**src/inc/clock_source_pkg.sv**
```systemverilog
`default_nettype none
package clock_source_pkg;
   // timing
   localparam int MCLK_KHZ = 250000;
   localparam int MCLK_NS = 4;
   localparam int FAST_OSC_KHZ = 8000;
   localparam int SLOW_OSC_KHZ = 31;
   localparam int FAST_HALF_CYC = MCLK_KHZ / (2 * FAST_OSC_KHZ);
   localparam int SLOW_HALF_CYC = MCLK_KHZ / (2 * SLOW_OSC_KHZ);
   localparam int FAST_WARM_NS = 1000;
   localparam int SLOW_WARM_NS = 2000;
   localparam int FAST_WARM_CYC = (FAST_WARM_NS + MCLK_NS - 1) / MCLK_NS;
   localparam int SLOW_WARM_CYC = (SLOW_WARM_NS + MCLK_NS - 1) / MCLK_NS;
   localparam int OSC_CNT_W = 12;
   localparam int WARM_CNT_W = 10;
   // register map
   localparam logic [3:0] OSC_CONTROL_OFFSET = 4'h0;
   localparam logic [3:0] FREQ_TRIM_OFFSET = 4'h1;
   localparam int FSEL_LSB = 4;
   localparam int EXT_ACTIVE_BIT = 3;
   localparam int FAST_STABLE_BIT = 2;
   localparam int SLOW_STABLE_BIT = 1;
   localparam int CLK_SELECT_BIT = 0;
   localparam int TRIM_W = 5;
   // reset values and codes
   localparam logic [2:0] FSEL_RESET = 3'h6;
   localparam logic [2:0] FSEL_SLOW = 3'h0;
   localparam logic [2:0] FSEL_FAST_MAX = 3'h7;
   localparam logic [2:0] PS_TOP = 3'h6;
   localparam logic CLK_SELECT_RESET = 1'b0;
   localparam logic [4:0] TRIM_RESET = 5'h00;

   typedef enum logic [2:0] {
      EXT_RESISTOR_CAP_DIV4_OUT_MODE = 3'b111,
      EXT_RESISTOR_CAP_GPIO_MODE = 3'b110,
      INTERNAL_OSC_DIV4_OUT_MODE = 3'b101,
      INTERNAL_OSC_GPIO_MODE = 3'b100,
      OTHER_EXT_MODE = 3'b000
   } clock_mode_e;

   typedef enum logic [1:0] {
      SW_IDLE = 2'b00,
      SW_START = 2'b01,
      SW_FALL = 2'b10,
      SW_RISE = 2'b11
   } switch_state_e;

   typedef struct packed {
      logic [3:0] addr;
      logic [7:0] wdata;
      logic wr;
      logic rd;
   } reg_req_s;

   typedef struct packed {
      logic out;
      logic oe;
   } pin_drive_s;

   typedef struct packed {
      logic [2:0] mode;
      logic two_speed_enable;
      logic power_up_timer;
      logic watchdog_timer;
      logic fail_safe_monitor;
   } config_word_s;
endpackage
`default_nettype wire

```
**src/design/clock_source_select_tune.sv**
```systemverilog
// Notes on behaviour
// - divider mode drives output pin quarter clock
// - gpio divider-free mode releases output pin
// - internal div4 mode: input gpio, output quarter
// - internal gpio mode frees both pins
// - select field picks eight internal frequencies
// - reset loads select field with 4 MHz code
// - fast oscillator runs when field nonzero and used
// - slow oscillator runs when selected and used or timers need
// - timers clocked from slow oscillator always
// - trim is 5-bit signed, resets zero
// - trim slews gradually, no completion flag
// - trim never touches slow oscillator
// - switch: start, falling edge, hold low, rising
// - stable bits update when switch connects
// - postscaler-to-postscaler switch skips start-up wait
// - select bit chooses primary or internal clock
// - reset clears system clock select bit
// - automatic switches never change select bit
// - code seven fast oscillator direct, six..one postscaled, zero slow oscillator
// - status shows external clock in use
`timescale 1ns/1ps
`default_nettype none
module clock_source_select_tune
   import clock_source_pkg::*;
(
   input wire logic mclk,
   input wire logic reset,
   input wire reg_req_s bus_req,
   output logic [7:0] rdata,
   input wire config_word_s config_word,
   input wire logic ext_clock_ready,
   input wire logic osc_input_pin,
   input wire pin_drive_s gpio_in_side,
   input wire pin_drive_s gpio_out_side,
   output pin_drive_s osc_input_drive,
   output pin_drive_s osc_output_drive,
   output logic system_clock,
   output logic slow_clock_tick,
   output logic fast_osc_run,
   output logic slow_osc_run
);
   logic [2:0] internal_freq_select;
   logic system_clk_select;
   logic [TRIM_W-1:0] trim_value;
   logic signed [TRIM_W-1:0] trim_applied;
   logic fast_osc_stable;
   logic slow_osc_stable;
   logic external_clock_active;
   switch_state_e sw_state;
   logic [2:0] active_sel;
   logic [2:0] target_sel;
   logic [7:0] ps_cnt;
   logic fast_lvl, fast_rise, fast_ready;
   logic slow_lvl, slow_rise, slow_ready;
   logic [OSC_CNT_W-1:0] fast_half;
   logic cur_lvl, cur_prev, new_lvl, new_prev;
   logic cur_fall, new_rise, new_ready;
   logic int_clk;
   logic int_use;
   logic primary_internal;
   logic ext_sync1, ext_sync2;
   logic sys_prev;
   logic [1:0] quarter_cnt;
   logic quarter_clock_out;
   logic wr_ctrl, wr_trim;

   assign wr_ctrl = bus_req.wr && (bus_req.addr == OSC_CONTROL_OFFSET);
   assign wr_trim = bus_req.wr && (bus_req.addr == FREQ_TRIM_OFFSET);
   assign primary_internal = (config_word.mode == INTERNAL_OSC_DIV4_OUT_MODE)
                          || (config_word.mode == INTERNAL_OSC_GPIO_MODE);
   // internal clock is needed whenever software, two-speed start or the mode selects it
   assign int_use = system_clk_select || config_word.two_speed_enable || primary_internal;

   // control register fields
   always_ff @(posedge mclk or posedge reset) begin
      if (reset) begin
         internal_freq_select <= FSEL_RESET;
         system_clk_select <= CLK_SELECT_RESET;
      end else if (wr_ctrl) begin
         internal_freq_select <= bus_req.wdata[FSEL_LSB +: 3];
         // only software moves the select bit; automatic switches leave it alone
         system_clk_select <= bus_req.wdata[CLK_SELECT_BIT];
      end
   end

   always_ff @(posedge mclk or posedge reset) begin
      if (reset) begin
         trim_value <= TRIM_RESET;
      end else if (wr_trim) begin
         trim_value <= bus_req.wdata[TRIM_W-1:0];
      end
   end

   // trim moves one step per fast period, so the frequency drifts rather than jumps
   always_ff @(posedge mclk or posedge reset) begin
      if (reset) begin
         trim_applied <= TRIM_RESET;
      end else if (fast_rise) begin
         if (trim_applied < $signed(trim_value)) begin
            trim_applied <= trim_applied + 5'sh01;
         end else if (trim_applied > $signed(trim_value)) begin
            trim_applied <= trim_applied - 5'sh01;
         end
      end
   end

   // higher code, shorter half period; extreme codes only approximate the trim range
   assign fast_half = OSC_CNT_W'(FAST_HALF_CYC) - OSC_CNT_W'(trim_applied);

   // oscillator enables
   always_comb begin
      fast_osc_run = ((internal_freq_select != FSEL_SLOW) || (active_sel != FSEL_SLOW))
                  && int_use;
      slow_osc_run = (((internal_freq_select == FSEL_SLOW) || (active_sel == FSEL_SLOW))
                  && int_use) || config_word.power_up_timer
                  || config_word.watchdog_timer || config_word.fail_safe_monitor;
   end

   osc_model #(.WARM_CYC(FAST_WARM_CYC)) fast_osc (
      .mclk(mclk),
      .reset(reset),
      .enable(fast_osc_run),
      .half_cycles(fast_half),
      .level(fast_lvl),
      .rise(fast_rise),
      .stable(fast_ready)
   );

   // slow oscillator has a fixed period: trim has no path to it
   osc_model #(.WARM_CYC(SLOW_WARM_CYC)) slow_osc (
      .mclk(mclk),
      .reset(reset),
      .enable(slow_osc_run),
      .half_cycles(OSC_CNT_W'(SLOW_HALF_CYC)),
      .level(slow_lvl),
      .rise(slow_rise),
      .stable(slow_ready)
   );

   // timers take the slow oscillator whatever the system clock is
   always_ff @(posedge mclk or posedge reset) begin
      if (reset) begin
         slow_clock_tick <= 1'b0;
      end else begin
         slow_clock_tick <= slow_rise;
      end
   end

   // postscaler on the fast oscillator
   always_ff @(posedge mclk or posedge reset) begin
      if (reset) begin
         ps_cnt <= '0;
      end else if (fast_rise) begin
         ps_cnt <= ps_cnt + 1'b1;
      end
   end

   function automatic logic pick(input logic [2:0] s, input logic [7:0] ps,
                                 input logic fast, input logic slow);
      if (s == FSEL_SLOW) begin
         pick = slow;
      end else if (s == FSEL_FAST_MAX) begin
         pick = fast;
      end else begin
         pick = ps[3'(PS_TOP - s)];
      end
   endfunction

   assign cur_lvl = pick(active_sel, ps_cnt, fast_lvl, slow_lvl);
   assign new_lvl = pick(target_sel, ps_cnt, fast_lvl, slow_lvl);
   assign cur_fall = cur_prev && !cur_lvl;
   assign new_rise = !new_prev && new_lvl;
   assign new_ready = (target_sel == FSEL_SLOW) ? slow_ready : fast_ready;

   always_ff @(posedge mclk or posedge reset) begin
      if (reset) begin
         cur_prev <= 1'b0;
         new_prev <= 1'b0;
      end else begin
         cur_prev <= cur_lvl;
         new_prev <= new_lvl;
      end
   end

   // glitch-free frequency switch
   always_ff @(posedge mclk or posedge reset) begin
      if (reset) begin
         sw_state <= SW_IDLE;
         active_sel <= FSEL_RESET;
         target_sel <= FSEL_RESET;
      end else begin
         case (sw_state)
            SW_IDLE: begin
               if (internal_freq_select != active_sel) begin
                  target_sel <= internal_freq_select;
                  if (!int_use) begin
                     // nothing runs on the internal clock, so no edge to protect
                     active_sel <= internal_freq_select;
                  end else if ((internal_freq_select != FSEL_SLOW)
                               && (active_sel != FSEL_SLOW)) begin
                     sw_state <= SW_FALL;
                  end else begin
                     sw_state <= SW_START;
                  end
               end
            end
            SW_START: begin
               if (new_ready) begin
                  sw_state <= SW_FALL;
               end
            end
            SW_FALL: begin
               if (cur_fall) begin
                  sw_state <= SW_RISE;
               end
            end
            SW_RISE: begin
               if (new_rise) begin
                  active_sel <= target_sel;
                  sw_state <= SW_IDLE;
               end
            end
            default: begin
               sw_state <= SW_IDLE;
            end
         endcase
      end
   end

   always_ff @(posedge mclk or posedge reset) begin
      if (reset) begin
         int_clk <= 1'b0;
      end else if (sw_state == SW_RISE) begin
         int_clk <= 1'b0;
      end else begin
         int_clk <= cur_lvl;
      end
   end

   // stable bits: cleared at once when an oscillator stops, set only when idle or as a switch connects
   always_ff @(posedge mclk or posedge reset) begin
      if (reset) begin
         fast_osc_stable <= 1'b0;
         slow_osc_stable <= 1'b0;
      end else begin
         if (!fast_ready) begin
            fast_osc_stable <= 1'b0;
         end else if (sw_state == SW_IDLE || (sw_state == SW_RISE && new_rise)) begin
            fast_osc_stable <= 1'b1;
         end
         if (!slow_ready) begin
            slow_osc_stable <= 1'b0;
         end else if (sw_state == SW_IDLE || (sw_state == SW_RISE && new_rise)) begin
            slow_osc_stable <= 1'b1;
         end
      end
   end

   // external clock pin is asynchronous
   always_ff @(posedge mclk or posedge reset) begin
      if (reset) begin
         ext_sync1 <= 1'b0;
         ext_sync2 <= 1'b0;
      end else begin
         ext_sync1 <= osc_input_pin;
         ext_sync2 <= ext_sync1;
      end
   end

   // system clock source
   always_ff @(posedge mclk or posedge reset) begin
      if (reset) begin
         system_clock <= 1'b0;
         external_clock_active <= 1'b0;
      end else if (system_clk_select || primary_internal) begin
         system_clock <= int_clk;
         external_clock_active <= 1'b0;
      end else if (config_word.two_speed_enable && !ext_clock_ready) begin
         system_clock <= int_clk;
         external_clock_active <= 1'b0;
      end else begin
         system_clock <= ext_sync2;
         external_clock_active <= 1'b1;
      end
   end

   // quarter-rate clock from rising edges of the system clock
   always_ff @(posedge mclk or posedge reset) begin
      if (reset) begin
         sys_prev <= 1'b0;
         quarter_cnt <= '0;
      end else begin
         sys_prev <= system_clock;
         if (system_clock && !sys_prev) begin
            quarter_cnt <= quarter_cnt + 1'b1;
         end
      end
   end

   assign quarter_clock_out = quarter_cnt[1];

   // pin ownership per clock mode
   always_ff @(posedge mclk or posedge reset) begin
      if (reset) begin
         osc_input_drive <= '0;
         osc_output_drive <= '0;
      end else begin
         case (config_word.mode)
            EXT_RESISTOR_CAP_DIV4_OUT_MODE: begin
               osc_input_drive <= '0;
               osc_output_drive <= '{out: quarter_clock_out, oe: 1'b1};
            end
            EXT_RESISTOR_CAP_GPIO_MODE: begin
               osc_input_drive <= '0;
               osc_output_drive <= gpio_out_side;
            end
            INTERNAL_OSC_DIV4_OUT_MODE: begin
               osc_input_drive <= gpio_in_side;
               osc_output_drive <= '{out: quarter_clock_out, oe: 1'b1};
            end
            INTERNAL_OSC_GPIO_MODE: begin
               osc_input_drive <= gpio_in_side;
               osc_output_drive <= gpio_out_side;
            end
            default: begin
               osc_input_drive <= '0;
               osc_output_drive <= '0;
            end
         endcase
      end
   end

   // register read, data in the following cycle
   always_ff @(posedge mclk or posedge reset) begin
      if (reset) begin
         rdata <= '0;
      end else if (bus_req.rd) begin
         if (bus_req.addr == OSC_CONTROL_OFFSET) begin
            rdata <= {1'b0, internal_freq_select, external_clock_active,
                      fast_osc_stable, slow_osc_stable, system_clk_select};
         end else if (bus_req.addr == FREQ_TRIM_OFFSET) begin
            rdata <= {3'h0, trim_value};
         end else begin
            rdata <= '0;
         end
      end else begin
         rdata <= '0;
      end
   end

   fsel_reset_a: assert property (@(posedge mclk) disable iff (reset)
      $fell(reset) |-> internal_freq_select == FSEL_RESET && !system_clk_select)
      else $error("reset values of select fields wrong");

   select_sw_only_a: assert property (@(posedge mclk) disable iff (reset)
      !$stable(system_clk_select) |-> $past(wr_ctrl))
      else $error("select bit moved without a write");

   hold_low_a: assert property (@(posedge mclk) disable iff (reset)
      sw_state == SW_RISE ##1 sw_state == SW_RISE |-> !int_clk)
      else $error("internal clock not held low during switch");

   fast_skip_a: assert property (@(posedge mclk) disable iff (reset)
      sw_state == SW_IDLE && int_use && internal_freq_select != active_sel
      && internal_freq_select != FSEL_SLOW && active_sel != FSEL_SLOW
      |=> sw_state == SW_FALL) else $error("start-up wait on postscaler switch");

   fast_gate_a: assert property (@(posedge mclk) disable iff (reset)
      fast_osc_run |-> int_use && (internal_freq_select != FSEL_SLOW
      || active_sel != FSEL_SLOW)) else $error("fast oscillator on without cause");

   quarter_pin_a: assert property (@(posedge mclk) disable iff (reset)
      config_word.mode == EXT_RESISTOR_CAP_DIV4_OUT_MODE
      |=> osc_output_drive.oe && osc_output_drive.out == $past(quarter_cnt[1]))
      else $error("output pin not carrying quarter clock");

   gpio_release_a: assert property (@(posedge mclk) disable iff (reset)
      config_word.mode == INTERNAL_OSC_GPIO_MODE
      |=> osc_input_drive == $past(gpio_in_side)
      && osc_output_drive == $past(gpio_out_side))
      else $error("pins not released to gpio");

   trim_step_a: assert property (@(posedge mclk) disable iff (reset)
      !$stable(trim_applied) |-> $past(fast_rise)
      && (5'(trim_applied - $past(trim_applied)) inside {5'h01, 5'h1F}))
      else $error("trim jumped more than one step");

   trim_read_a: assert property (@(posedge mclk) disable iff (reset)
      bus_req.rd && bus_req.addr == FREQ_TRIM_OFFSET && !wr_trim
      |=> rdata == {3'h0, $past(trim_value)}) else $error("trim read wrong");

   fast_stable_clear_a: assert property (@(posedge mclk) disable iff (reset)
      !fast_ready |=> !fast_osc_stable) else $error("fast stable held while down");

   ext_status_a: assert property (@(posedge mclk) disable iff (reset)
      system_clk_select |=> !external_clock_active)
      else $error("external status set on internal clock");
endmodule
`default_nettype wire

```
**src/design/osc_model.sv**
```systemverilog
`timescale 1ns/1ps
`default_nettype none
module osc_model
   import clock_source_pkg::*;
#(
   parameter int WARM_CYC = 1
) (
   input wire logic mclk,
   input wire logic reset,
   input wire logic enable,
   input wire logic [OSC_CNT_W-1:0] half_cycles,
   output logic level,
   output logic rise,
   output logic stable
);
   logic [OSC_CNT_W-1:0] phase;
   logic [WARM_CNT_W-1:0] warm;
   logic half_done;

   assign half_done = (phase + 1'b1) >= half_cycles;

   always_ff @(posedge mclk or posedge reset) begin
      if (reset) begin
         phase <= '0;
         level <= 1'b0;
         rise <= 1'b0;
      end else if (!enable) begin
         phase <= '0;
         level <= 1'b0;
         rise <= 1'b0;
      end else if (half_done) begin
         phase <= '0;
         level <= ~level;
         rise <= ~level;
      end else begin
         phase <= phase + 1'b1;
         rise <= 1'b0;
      end
   end

   // warm-up count restarts on every enable, so stable never outlives the oscillator
   always_ff @(posedge mclk or posedge reset) begin
      if (reset) begin
         warm <= '0;
         stable <= 1'b0;
      end else if (!enable) begin
         warm <= '0;
         stable <= 1'b0;
      end else if (warm == WARM_CNT_W'(WARM_CYC - 1)) begin
         stable <= 1'b1;
      end else begin
         warm <= warm + 1'b1;
      end
   end

   stable_drop_a: assert property (@(posedge mclk) disable iff (reset)
      !enable |=> !stable) else $error("stable held with oscillator off");
endmodule
`default_nettype wire

```
**config.mk**
```make
export PLATFORM = sky130hd
export DESIGN_NAME = clock_source_select_tune
export DESIGN_NICKNAME = d
export VERILOG_FILES = /design/src/inc/clock_source_pkg.sv /design/src/design/clock_source_select_tune.sv /design/src/design/osc_model.sv
export SDC_FILE = /design/constraint.sdc
export NUM_CORES = 1
export LEC_CHECK = 0
export ABC_AREA = 1
export BUFFER_PORTS_ARGS = -buffer_cell sky130_fd_sc_hd__buf_2
export CORE_UTILIZATION = 64
export CTS_BUF_LIST = sky130_fd_sc_hd__clkbuf_8 sky130_fd_sc_hd__clkbuf_16
export DETAILED_ROUTE_END_ITERATION = 7
export GPL_ROUTABILITY_DRIVEN = 0
export HOLD_SLACK_MARGIN = 0.15
export PLACE_DENSITY = 0.9
export SLEW_MARGIN = 20
export SYNTH_ARGS = -nofsm -noshare
export SYNTH_HDL_FRONTEND = slang
export SYNTH_SLANG_ARGS = --single-unit
```
**constraint.sdc**
```tcl
create_clock -name mclk -period 5.45 [get_ports mclk]
set_input_delay 0.2725 -clock mclk [delete_from_list [all_inputs] [get_ports mclk]]
set_output_delay 0.2725 -clock mclk [all_outputs]
set_load 0.01 [all_outputs]
```
== Yosys cells after proc, flatten, opt, wreduce, memory -nomap -nowiden ==
Cells that the tools add are included.

* Add/sub/neg operators: 11
* Order comparisons: 6
* Eq/ne operators: 27
* Multiplexer cells: 55
* Bitwise operators: 2
* Reductions and logical operators: 40

{| class="wikitable"
|+ Operator list
! operator !! count
|-
| two-way mux 12 bit || 4
|-
| two-way mux 10 bit || 4
|-
| inequality test 2 bit, second input constant || 14
|-
| two-way mux 1 bit || 27
|-
| adder 12 x 1 -> 12 bit, second input constant || 2
|-
| adder 10 x 1 -> 10 bit, second input constant || 2
|-
| equality test 3 bit, second input constant || 6
|-
| two-way mux 5 bit || 3
|-
| two-way mux 2 bit || 7
|-
| greater-or-equal comparator 12 bit || 1
|-
| greater-or-equal comparator 12 bit, second input constant || 1
|-
| equality test 10 x 8 -> 1 bit, second input constant || 1
|-
| equality test 10 x 9 -> 1 bit, second input constant || 1
|-
| logical AND 1 bit || 10
|-
| logical OR 1 bit || 10
|-
| logical NOT 3 bit || 3
|-
| two-way mux 3 bit || 3
|-
| adder 8 x 1 -> 8 bit, second input constant || 1
|-
| less-than comparator 3 x 4 -> 1 bit, second input constant || 2
|-
| two-way mux 8 bit || 1
|-
| one-hot mux 2 bit (4 select lines) || 1
|-
| two-way mux 7 bit || 1
|-
| binary-select mux 1 bit (select 3 bit) || 2
|-
| one-hot mux 3 bit (2 select lines) || 1
|-
| 22 further kinds || 33
|}

* Flip-flop bits (word level): 105
* Input bits: 29
* Output and inout port bits: 16
* Word-level logic and storage cells: 176

== Longest topological paths before layout ==
Gate-level depths: netlist of run 1.

* Depth after elaboration: 10
* Mapped depth: 17
* Depth with buffers taken out: 17

== Hierarchy ==
Synthesis of run 1 repeated with hierarchy kept, for this count alone.

* Cells, all modules: 793
* Area total of the unflattened synthesis: 6,200.9 sq um

{| class="wikitable"
|+ Modules (own cells, without submodules)
! module !! times used !! cells an instance !! area each (sq um) !! seq. area each (sq um)
|-
| clock_source_select_tune || 1 || 375 || 2,997.9 || 1,358.8
|-
| osc_model (slow_osc) || 1 || 216 || 1,627.8 || 625.6
|-
| osc_model (fast_osc) || 1 || 202 || 1,575.3 || 625.6
|}

== Worst setup path after synthesis of run 1 ==
Ideal clock, no wire load.

* Path kind: reg-to-reg
* From: register trim_value[4]
* To: register trim_applied[4]
* Library setup time: 0.116 ns
* Arrival: 1.932 ns
* Required time: 5.334 ns
* Slack: 3.401 ns
* Cell stages (with the launch flop): 16
* Buffers on the path: 0
* Period minus slack after synthesis: 2.049 ns
* Path through: dfrtp_1 inv_1 ha_1 a21oi_1 nand3_1 nand2_1 nand3_1 nand2_1 inv_1 ha_1 inv_1 nand3_1 o21ai_0 nand2_1 nand2_1 nand2_1

* Word-level cells in the longest chain between the ends: 3
* Elaborated cells between the ends (all ways): 5
* Classes of those cells: order compare (2); mux (1); reduce/logical (2)

{| class="wikitable"
|+ Ends and longest elaborated chain
! item !! RTL line !! source
|-
| start: declaration || clock_source_select_tune.sv:45 || <nowiki>logic [TRIM_W-1:0] trim_value;</nowiki>
|-
| start signal: assignment || clock_source_select_tune.sv:91 || <nowiki>trim_value <= bus_req.wdata[TRIM_W-1:0];</nowiki>
|-
| less-than comparator 5 bit or > comparator 5 bit (tied branches) || clock_source_select_tune.sv:100, clock_source_select_tune.sv:102 ||
|-
| nonzero test 2 bit (no source line) || - ||
|-
| AND reduction 2 bit (no source line) || - ||
|-
| end signal: assignment || clock_source_select_tune.sv:101 || <nowiki>trim_applied <= trim_applied + 5'sh01;</nowiki>
|-
| end signal: assignment || clock_source_select_tune.sv:103 || <nowiki>trim_applied <= trim_applied - 5'sh01;</nowiki>
|-
| end: declaration || clock_source_select_tune.sv:46 || <nowiki>logic signed [TRIM_W-1:0] trim_applied;</nowiki>
|}

Parallel ways exist; a longest one is shown, timed or not.
A chain may end at the register's enable or synchronous reset.

== Final worst setup path of run 1 ==
* From: register active_sel[0]
* To: output port slow_osc_run

* Word-level cells in the longest chain between the ends: 6

{| class="wikitable"
|+ Ends and longest elaborated chain
! item !! RTL line !! source
|-
| start: declaration || clock_source_select_tune.sv:51 || <nowiki>logic [2:0] active_sel;</nowiki>
|-
| start signal: assignment || clock_source_select_tune.sv:199 || <nowiki>active_sel <= internal_freq_select;</nowiki>
|-
| start signal: assignment || clock_source_select_tune.sv:220 || <nowiki>active_sel <= target_sel;</nowiki>
|-
| logical NOT 3 bit || clock_source_select_tune.sv:115 || <nowiki>slow_osc_run = (((internal_freq_select == FSEL_SLOW) || (active_sel == FSEL_SLOW))</nowiki>
|-
| logical OR 1 bit || clock_source_select_tune.sv:115 ||
|-
| logical AND 1 bit || clock_source_select_tune.sv:116 || <nowiki>&& int_use) || config_word.power_up_timer</nowiki>
|-
| logical OR 1 bit || clock_source_select_tune.sv:116 ||
|-
| logical OR 1 bit (2 in series) || clock_source_select_tune.sv:117 || <nowiki>|| config_word.watchdog_timer || config_word.fail_safe_monitor;</nowiki>
|-
| end: declaration || clock_source_select_tune.sv:41 || <nowiki>output logic slow_osc_run</nowiki>
|}

Every way passes these cells.

==> summary.md, run 1 <==
| Metric | Value |
|---|---|
| Final hold slack | `about 160 ps` |
| Total track usage | `0.279` |
| Worst-case vdd ir drop | `around 0.00016 V` |
| Setup ws final | `between 2000 and 3000 ps` |
| Crit Path Max Fanout | `8` |
| Routed Antenna Nets | `0` |
| Diodes inserted | `0` |
| Register area share after synthesis | `0.487` |
| Initial DRC Count | `~240` |
| Slew headroom | `0.375` |
| Finished Core Util | `0.727` |
| Worst Setup Path Type | `flip-flop to primary output` |
| Detailed-route wire length per cell | `13.4 um` |
| Leakage power | `3.09 nW` |
| Synth Flop Type | `dfrtp_1` |
| Vias in the first global route | `between 4k and 5k` |
| Min Tclk post-route | `between 2000 and 3000 ps` |
| Clk slew on worst S/H paths | `90 ps` |
| Design area | `between 5000 and 6000 um^2` |
| Gr busiest metal | `met2` |
| Worst EP required | `5180 ps` |
| Global Route met1 Usage | `0.330` |
| Worst path slowest cell | `dfrtp_1` |
| Final WL | `~11,000 um` |
| Area of the die | `a little under 9000 um^2` |
| Endpoints failing setup | `0` |
| Placed inst area | `5710 um^2` |
| Number of synthesized flops with an enable pin | `0` |
| Dpl hpwl | `between 7000 and 8000 um` |
| RSZ-0062 raised after global routing | `no` |
| CTS tree | `done` |
| Drt first pass iters | `6` |
| Htree depth | `3` |
| Nets | `slightly below 800` |
| Vias per cell | `5.47` |
| Die W | `93.5 um` |
| Hold WC Path Type | `input port to flip-flop` |
| Cell Chain, Critical Path | `inv_1, ha_1, nand2_1, nand2_1, a21boi_2, inv_1, buf_2` |
| Worst-margin pin slew | `approximately 940 ps` |
| Vias | `between 4k and 5k` |
| Avg Cell Area, Syn | `8.24 um^2` |
| Setup Skew | `approximately 16 ps` |
| Num ports | `45` |
| Tot Pwr | `2.56 mW` |
| Residual DRC | `0` |
| Setup WS pre-CTS | `around 3100 ps` |
| Multi-input gate area | `2330 um^2` |
| Clock Root Buffer | `clkbuf_8` |
| Num CTS Buffers | `9` |
| Startpoint types | `flip-flop` |
| Layout cells sized above 1 | `0.0960` |
| Chip Height | `slightly above 90 um` |
| MaxCap Viol Count | `0` |
| Row cnt | `33` |
| Global-route wire length before repair | `19,200 um` |
| CP max stage delay | `between 500 and 600 ps` |
| Max Slew Vio Count | `0` |
| Fmax | `a little under 0.4 GHz` |
| Mapped cell area | `approximately 5400 um^2` |
| Layout Cells excl Fill | `roughly 820` |
| Fill count | `~580` |
| Synth warn | `0` |
| Met3 Track Usage GR | `0.0520` |
| Status | `complete, no violations` |
| Postcts setup bufs | `0` |
| Critical Path AT | `about 2300 ps` |
| Max Root-Sink Buffers | `2` |
| Placed cells | `about 800` |
| Number of port buffers | `42` |
| Area occupied by registers | `between 2000 and 3000 um^2` |
| Antenna violations before repair | `0` |
| Met2 Use GR | `0.484` |
| Element type at the critical path end | `primary output` |
| Fin. Hold Viols | `0` |
| P per Cell Area | `around 430 nW/um^2` |
| Area grow syn2layout | `10.9%` |
| Post-Syn Instances | `650` |
| Synth Register Bits | `between 100 and 150` |
| Initial core utilization | `0.655` |
| Pin count of the biggest net entering global routing | `78` |
| Clock sink total | `104` |
| Core ar. | `8180 um^2` |
| Post-synthesis cell type count | `34` |
| Clk_lat worst skew | `around 360 ps` |
| TNS Setup | `0 ps` |
| Ys async rst share | `1.00` |
| GRT overflow | `0` |
| Final Cycle Share | `0.473` |
cell usage after synthesis, drive strengths merged (5+ instances only):
master	number	area, um^2
a21oi	26	130
dfrtp	98	2450
dfstp	6	158
ha	28	350
inv	111	417
nand2	147	554
nand3	48	240
nand4	9	56.3
nor2	69	264
nor3	19	100
nor4	5	31.3
o21ai	28	140
xnor2	8	70.1
xor2	27	236
final cells by class:
| cell class | instances | area share |
|---|---|---|
| clock buffer | 9 | 0.0209 |
| clock inverter | 6 | 0.00527 |
| sequential | 104 | 0.439 |
| timing repair buffer | 51 | 0.0497 |
| inverter | 111 | 0.0706 |
| multi-input combinational | 438 | 0.392 |
| tap | 105 | 0.0221 |
path summary, 6_finish.rpt:
check	end	startpoint	cells past startpoint	slack, ps
min in group asynchronous	slow_osc.phase[8]	reset	3	440
worst min-delay path	osc_output_drive[1]	config_word[6]	3	160
max in group asynchronous	rdata[3]	reset	4	3770
worst max register to register	trim_applied[4]	trim_applied[4]	15	2970
worst min register to register	ext_sync2	ext_sync1	0	360
worst max-delay path	slow_osc_run	active_sel[0]	7	2870
power by group:
part | internal (mW) | switching (mW) | total (mW) | leakage (nW)
Clock | 0.158 | 0.252 | 0.410 | 0.0849
Combinational | 0.376 | 0.627 | 1.00 | 1.69
Sequential | 0.963 | 0.181 | 1.14 | 1.32
worst max-delay path, delay by kind of cell (launching register included):
family | cells | cell delay (ps)
flip-flops | 1 | 550
buffers and inverters | 3 | 620
adder cells (fa/ha/maj) | 1 | 240
AND/OR/NAND/NOR | 2 | 220
AO/OA/AOI/OAI | 1 | 320
cell families after synthesis:
kind of cell               after synthesis  synth area share
AOI/OAI and AO/OA                       65            0.0666
xor gates and xnor gates                35            0.0572
adders and majority gates               28            0.0654
buffers and inverters                  115            0.0829
DFF                                    104             0.487
muxes                                    1           0.00210
other                                    1          0.000700
and+or+nand+nor                        301             0.238
routing by layer:
metal | part of all wire | up-vias
met5 | 0 | -
met1 | 0.43 | 2132
li1 | - | 2178
met4 | 0.028 | 0
met2 | 0.50 | 158
met3 | 0.048 | 39
sequential cells by signal, summed over array words and instances (netlist names), 2 cells and up:
register	count
fast_osc.phase	12
slow_osc.phase	12
fast_osc.warm	10
slow_osc.warm	10
ps_cnt	8
rdata	7
trim_applied	5
trim_value	5
active_sel	3
internal_freq_select	3
target_sel	3
osc_input_drive	2
osc_output_drive	2
quarter_cnt	2
sw_state	2
layout by cell type (no fill, tap or decap), types with 3 or more instances in the layout:
master,n
nand3_1,48
dfrtp_1,98
nand4_1,9
clkbuf_8,9
nand2_1,146
xnor2_1,8
a21oi_1,26
buf_2,42
ha_1,28
conb_1,8
dfstp_2,6
xor2_1,27
nor2_1,67
nor4_1,5
a211oi_1,3
o21ai_0,28
inv_1,113
nor3_1,18
dlygate4sd3_1,7
what timing repair did:
| item | 4_1_cts | 5_1_grt |
|---|---|---|
| resized for setup | 0 | 0 |
| endpoints found under the hold margin | 33 | 0 |
| hold buffers | 7 | 0 |
No activity file was read; power rests on OpenSTA's default activity.
==> run 2, diff against run 1 <==
CORE_UTILIZATION = 54   (was 64)
PLACE_DENSITY = 0.81   (was 0.9)
clock period = 2.1 ns   (was 5.45 ns; I/O delays follow)
==> run 2 against run 1 <==
  * The run now ends with setup timing left
  * Utilization down 2.3 points
  * First-iteration DRC count down 26%
  * Critical path depth up 9
  * Clock power rose to 2.9 times the previous value
  * Final cell count up 8.6%
  * Non-clock buffer count up 46
  * Worst hold slack better by 5.4 ps
  * Flip-flop and latch count unchanged
  * Final area up 12%
  * Die area up 18%
  * Register-to-register slack worse by 3000 ps
  * Largest power group is now combinational logic
  * Highest routed layer unchanged
==> summary.md, run 2 (synthesis results as in run 1) <==
| Metric | Value |
|---|---|
| Status | `complete, but fails checks` |
| Violated checks | `setup timing` |
| Residual DRC | `0` |
| Leakage power | `between 3 and 4 nW` |
| Num ports | `45` |
| Element type at the critical path end | `flip-flop` |
| Layout cells sized above 1 | `0.196` |
| Max Slew Vio Count | `0` |
| Area grow syn2layout | `23.6%` |
| Worst-case vdd ir drop | `0.000584 V` |
| Tot Pwr | `approximately 7.5 mW` |
| Hold WC Path Type | `input port to flip-flop` |
| Number of port buffers | `42` |
| CP max stage delay | `approximately 400 ps` |
| Largest regs | `fast_osc.phase (12), slow_osc.phase (12)` |
| Worst path slowest cell | `dfrtp_1` |
| Most common cell after layout, fill and taps aside | `nand2_1` |
| Die W | `102 um` |
| Fill count | `about 640` |
| Clock Root Buffer | `clkbuf_8` |
| RSZ-0062 raised after global routing | `yes` |
| Design area | `approximately 6600 um^2` |
| Total track usage | `0.229` |
| Fmax | `approximately 0.46 GHz` |
| Clock share of power | `0.156` |
| Commonest non-fill, non-tap cells in the layout | `133 x nand2_1, 102 x inv_1, 98 x dfrtp_1` |
| FF-to-FF setup slack | `-50 ps` |
| Clock sink total | `approximately 100` |
| Worst EP required | `between 2000 and 2500 ps` |
| Startpoint types | `flip-flop` |
| Htree depth | `3` |
| Final Cycle Share | `1.02` |
| GRT overflow | `0` |
| Placed inst area | `~5900 um^2` |
| Pint | `around 4.3 mW` |
| Cell Chain, Critical Path | `inv_2, ha_4, nand2_2, nor2_2, nand2_2, nand4_1, nand3_2, nand2_2, inv_1, ha_2, inv_2, nand3_1, o21ai_1, nand2_1, nand2_1, nand2_1` |
| Row cnt | `35` |
| Area of the die | `a little over 10,000 um^2` |
| Setup ws final | `-51.7 ps` |
| Diodes inserted | `0` |
| P per Cell Area | `1130 nW/um^2` |
| Num CTS Buffers | `9` |
| Sw Share | `0.418` |
| Endpoints failing setup | `1` |
| Clk_lat worst skew | `about 370 ps` |
| Setup Skew | `~21 ps` |
| Fin. Hold Viols | `0` |
| CTS tree | `done` |
| Vias in the first global route | `approximately 4.6k` |
| Critical Path AT | `2430 ps` |
| Core ar. | `between 9000 and 10,000 um^2` |
| Detailed-route wire length per cell | `around 14 um` |
| Routed Antenna Nets | `0` |
| TNS Setup | `-51.7 ps` |
| Global-route wire length before repair | `roughly 19,000 um` |
| Clk slew on worst S/H paths | `120 ps` |
| Setup WS pre-CTS | `-82.5 ps` |
| Initial core utilization | `0.569` |
| Worst Setup Path Type | `flip-flop to flip-flop` |
| Dpl hpwl | `about 8000 um` |
| Multi-input gate area | `2550 um^2` |
| Min Tclk post-route | `2150 ps` |
| Pin count of the biggest net entering global routing | `90` |
| Vias | `roughly 4.7k` |
| Placed cells | `roughly 840` |
| Nets | `~820` |
| Area occupied by registers | `~2600 um^2` |
| Antenna violations before repair | `0` |
| Cell family with the largest share of critical-path delay | `simple AND/OR/NAND/NOR gates` |
| Max Root-Sink Buffers | `2` |
| Initial DRC Count | `180` |
| Chip Height | `102 um` |
| Crit Path Max Fanout | `5` |
| Layout Cells excl Fill | `between 800 and 900` |
| Power share of the sequential group | `0.393` |
| Comb pwr share | `0.450` |
| CP bufs+invs | `3` |
| MaxCap Viol Count | `0` |
| Net Switching | `slightly above 3 mW` |
| Vias per cell | `between 5 and 6` |
| Drt first pass iters | `5` |
| Final WL | `12,200 um` |
==> run 2: cell types whose count changed in the layout (fill, tap and decap cells not counted), sizes merged <==
cell	delta
dlygate4sd3	+18
clkinv	+2
inv	-1
buf	+28
==> run 2: worst paths after layout <==
kind,from,end,depth (start not counted)
setup reg to reg,trim_value[4],trim_applied[4],16
max in group asynchronous,reset,active_sel[2],4
setup / recovery,trim_value[4],trim_applied[4],16
min in group asynchronous,reset,fast_osc.phase[3],3
hold reg to reg,slow_osc.rise,slow_clock_tick,0
hold / removal,bus_req[10],rdata[4],5
==> run 2: power by group through the flow <==
stage / clock network [mW] / logic [mW] / registers, mW
detailed placement: 0 / 2.68 / 2.94
global route: 1.25 / 3.77 / 3.00
floorplan: 0 / 1.98 / 2.87
CTS: 1.18 / 2.80 / 2.91
global placement: 0 / 2.54 / 2.91
finish: 1.17 / 3.36 / 2.94
==> run 2: stage by stage <==
step | hold WS, ps | utilization
global placement | 102 | 0.626
detailed placement | 104 | 0.626
floorplan | 136 | -
CTS | 158 | 0.675
global route | 185 | 0.703
finish | 162 | 0.703
==> run 2: repair_timing <==
| action | CTS | global route |
|---|---|---|
| pin swaps | 0 | 30 |
| hold buffers | 25 | 0 |
| buffers inserted | 1 | 9 |
| endpoints found under the hold margin | 84 | 0 |
| endpoints found under the setup margin | 8 | 32 |
| resized for setup | 8 | 54 |
==> run 2: area by class of cell <==
cell class	instances	area share
Clock buffer	9	0.0187
Clock inverter	7	0.00794
Inverter	111	0.0639
Multi-Input combinational cell	438	0.386
Sequential cell	104	0.394
Tap cell	129	0.0244
Timing Repair Buffer	97	0.105
==> run 2: worst reg2reg max path, cell delays in order, from the launching register on <==
cell     delay [ps]
dfrtp_1         400
inv_2            60
ha_4            300
nand2_2          70
nor2_2          120
nand2_2         100
nand4_1         130
nand3_2         110
nand2_2          90
inv_1            50
ha_2            170
inv_2            80
nand3_1          70
o21ai_1         120
nand2_1          90
nand2_1          60
nand2_1          40
==> run 2: layer usage <==
layer,vias up,part of all wire,GRT usage,wire (um)
met5,-,0,0,0
met4,0,0.027,0.0914,333
met2,126,0.50,0.404,6120
met1,2236,0.43,0.277,5170
met3,41,0.043,0.0407,527
li1,2263,-,-,-
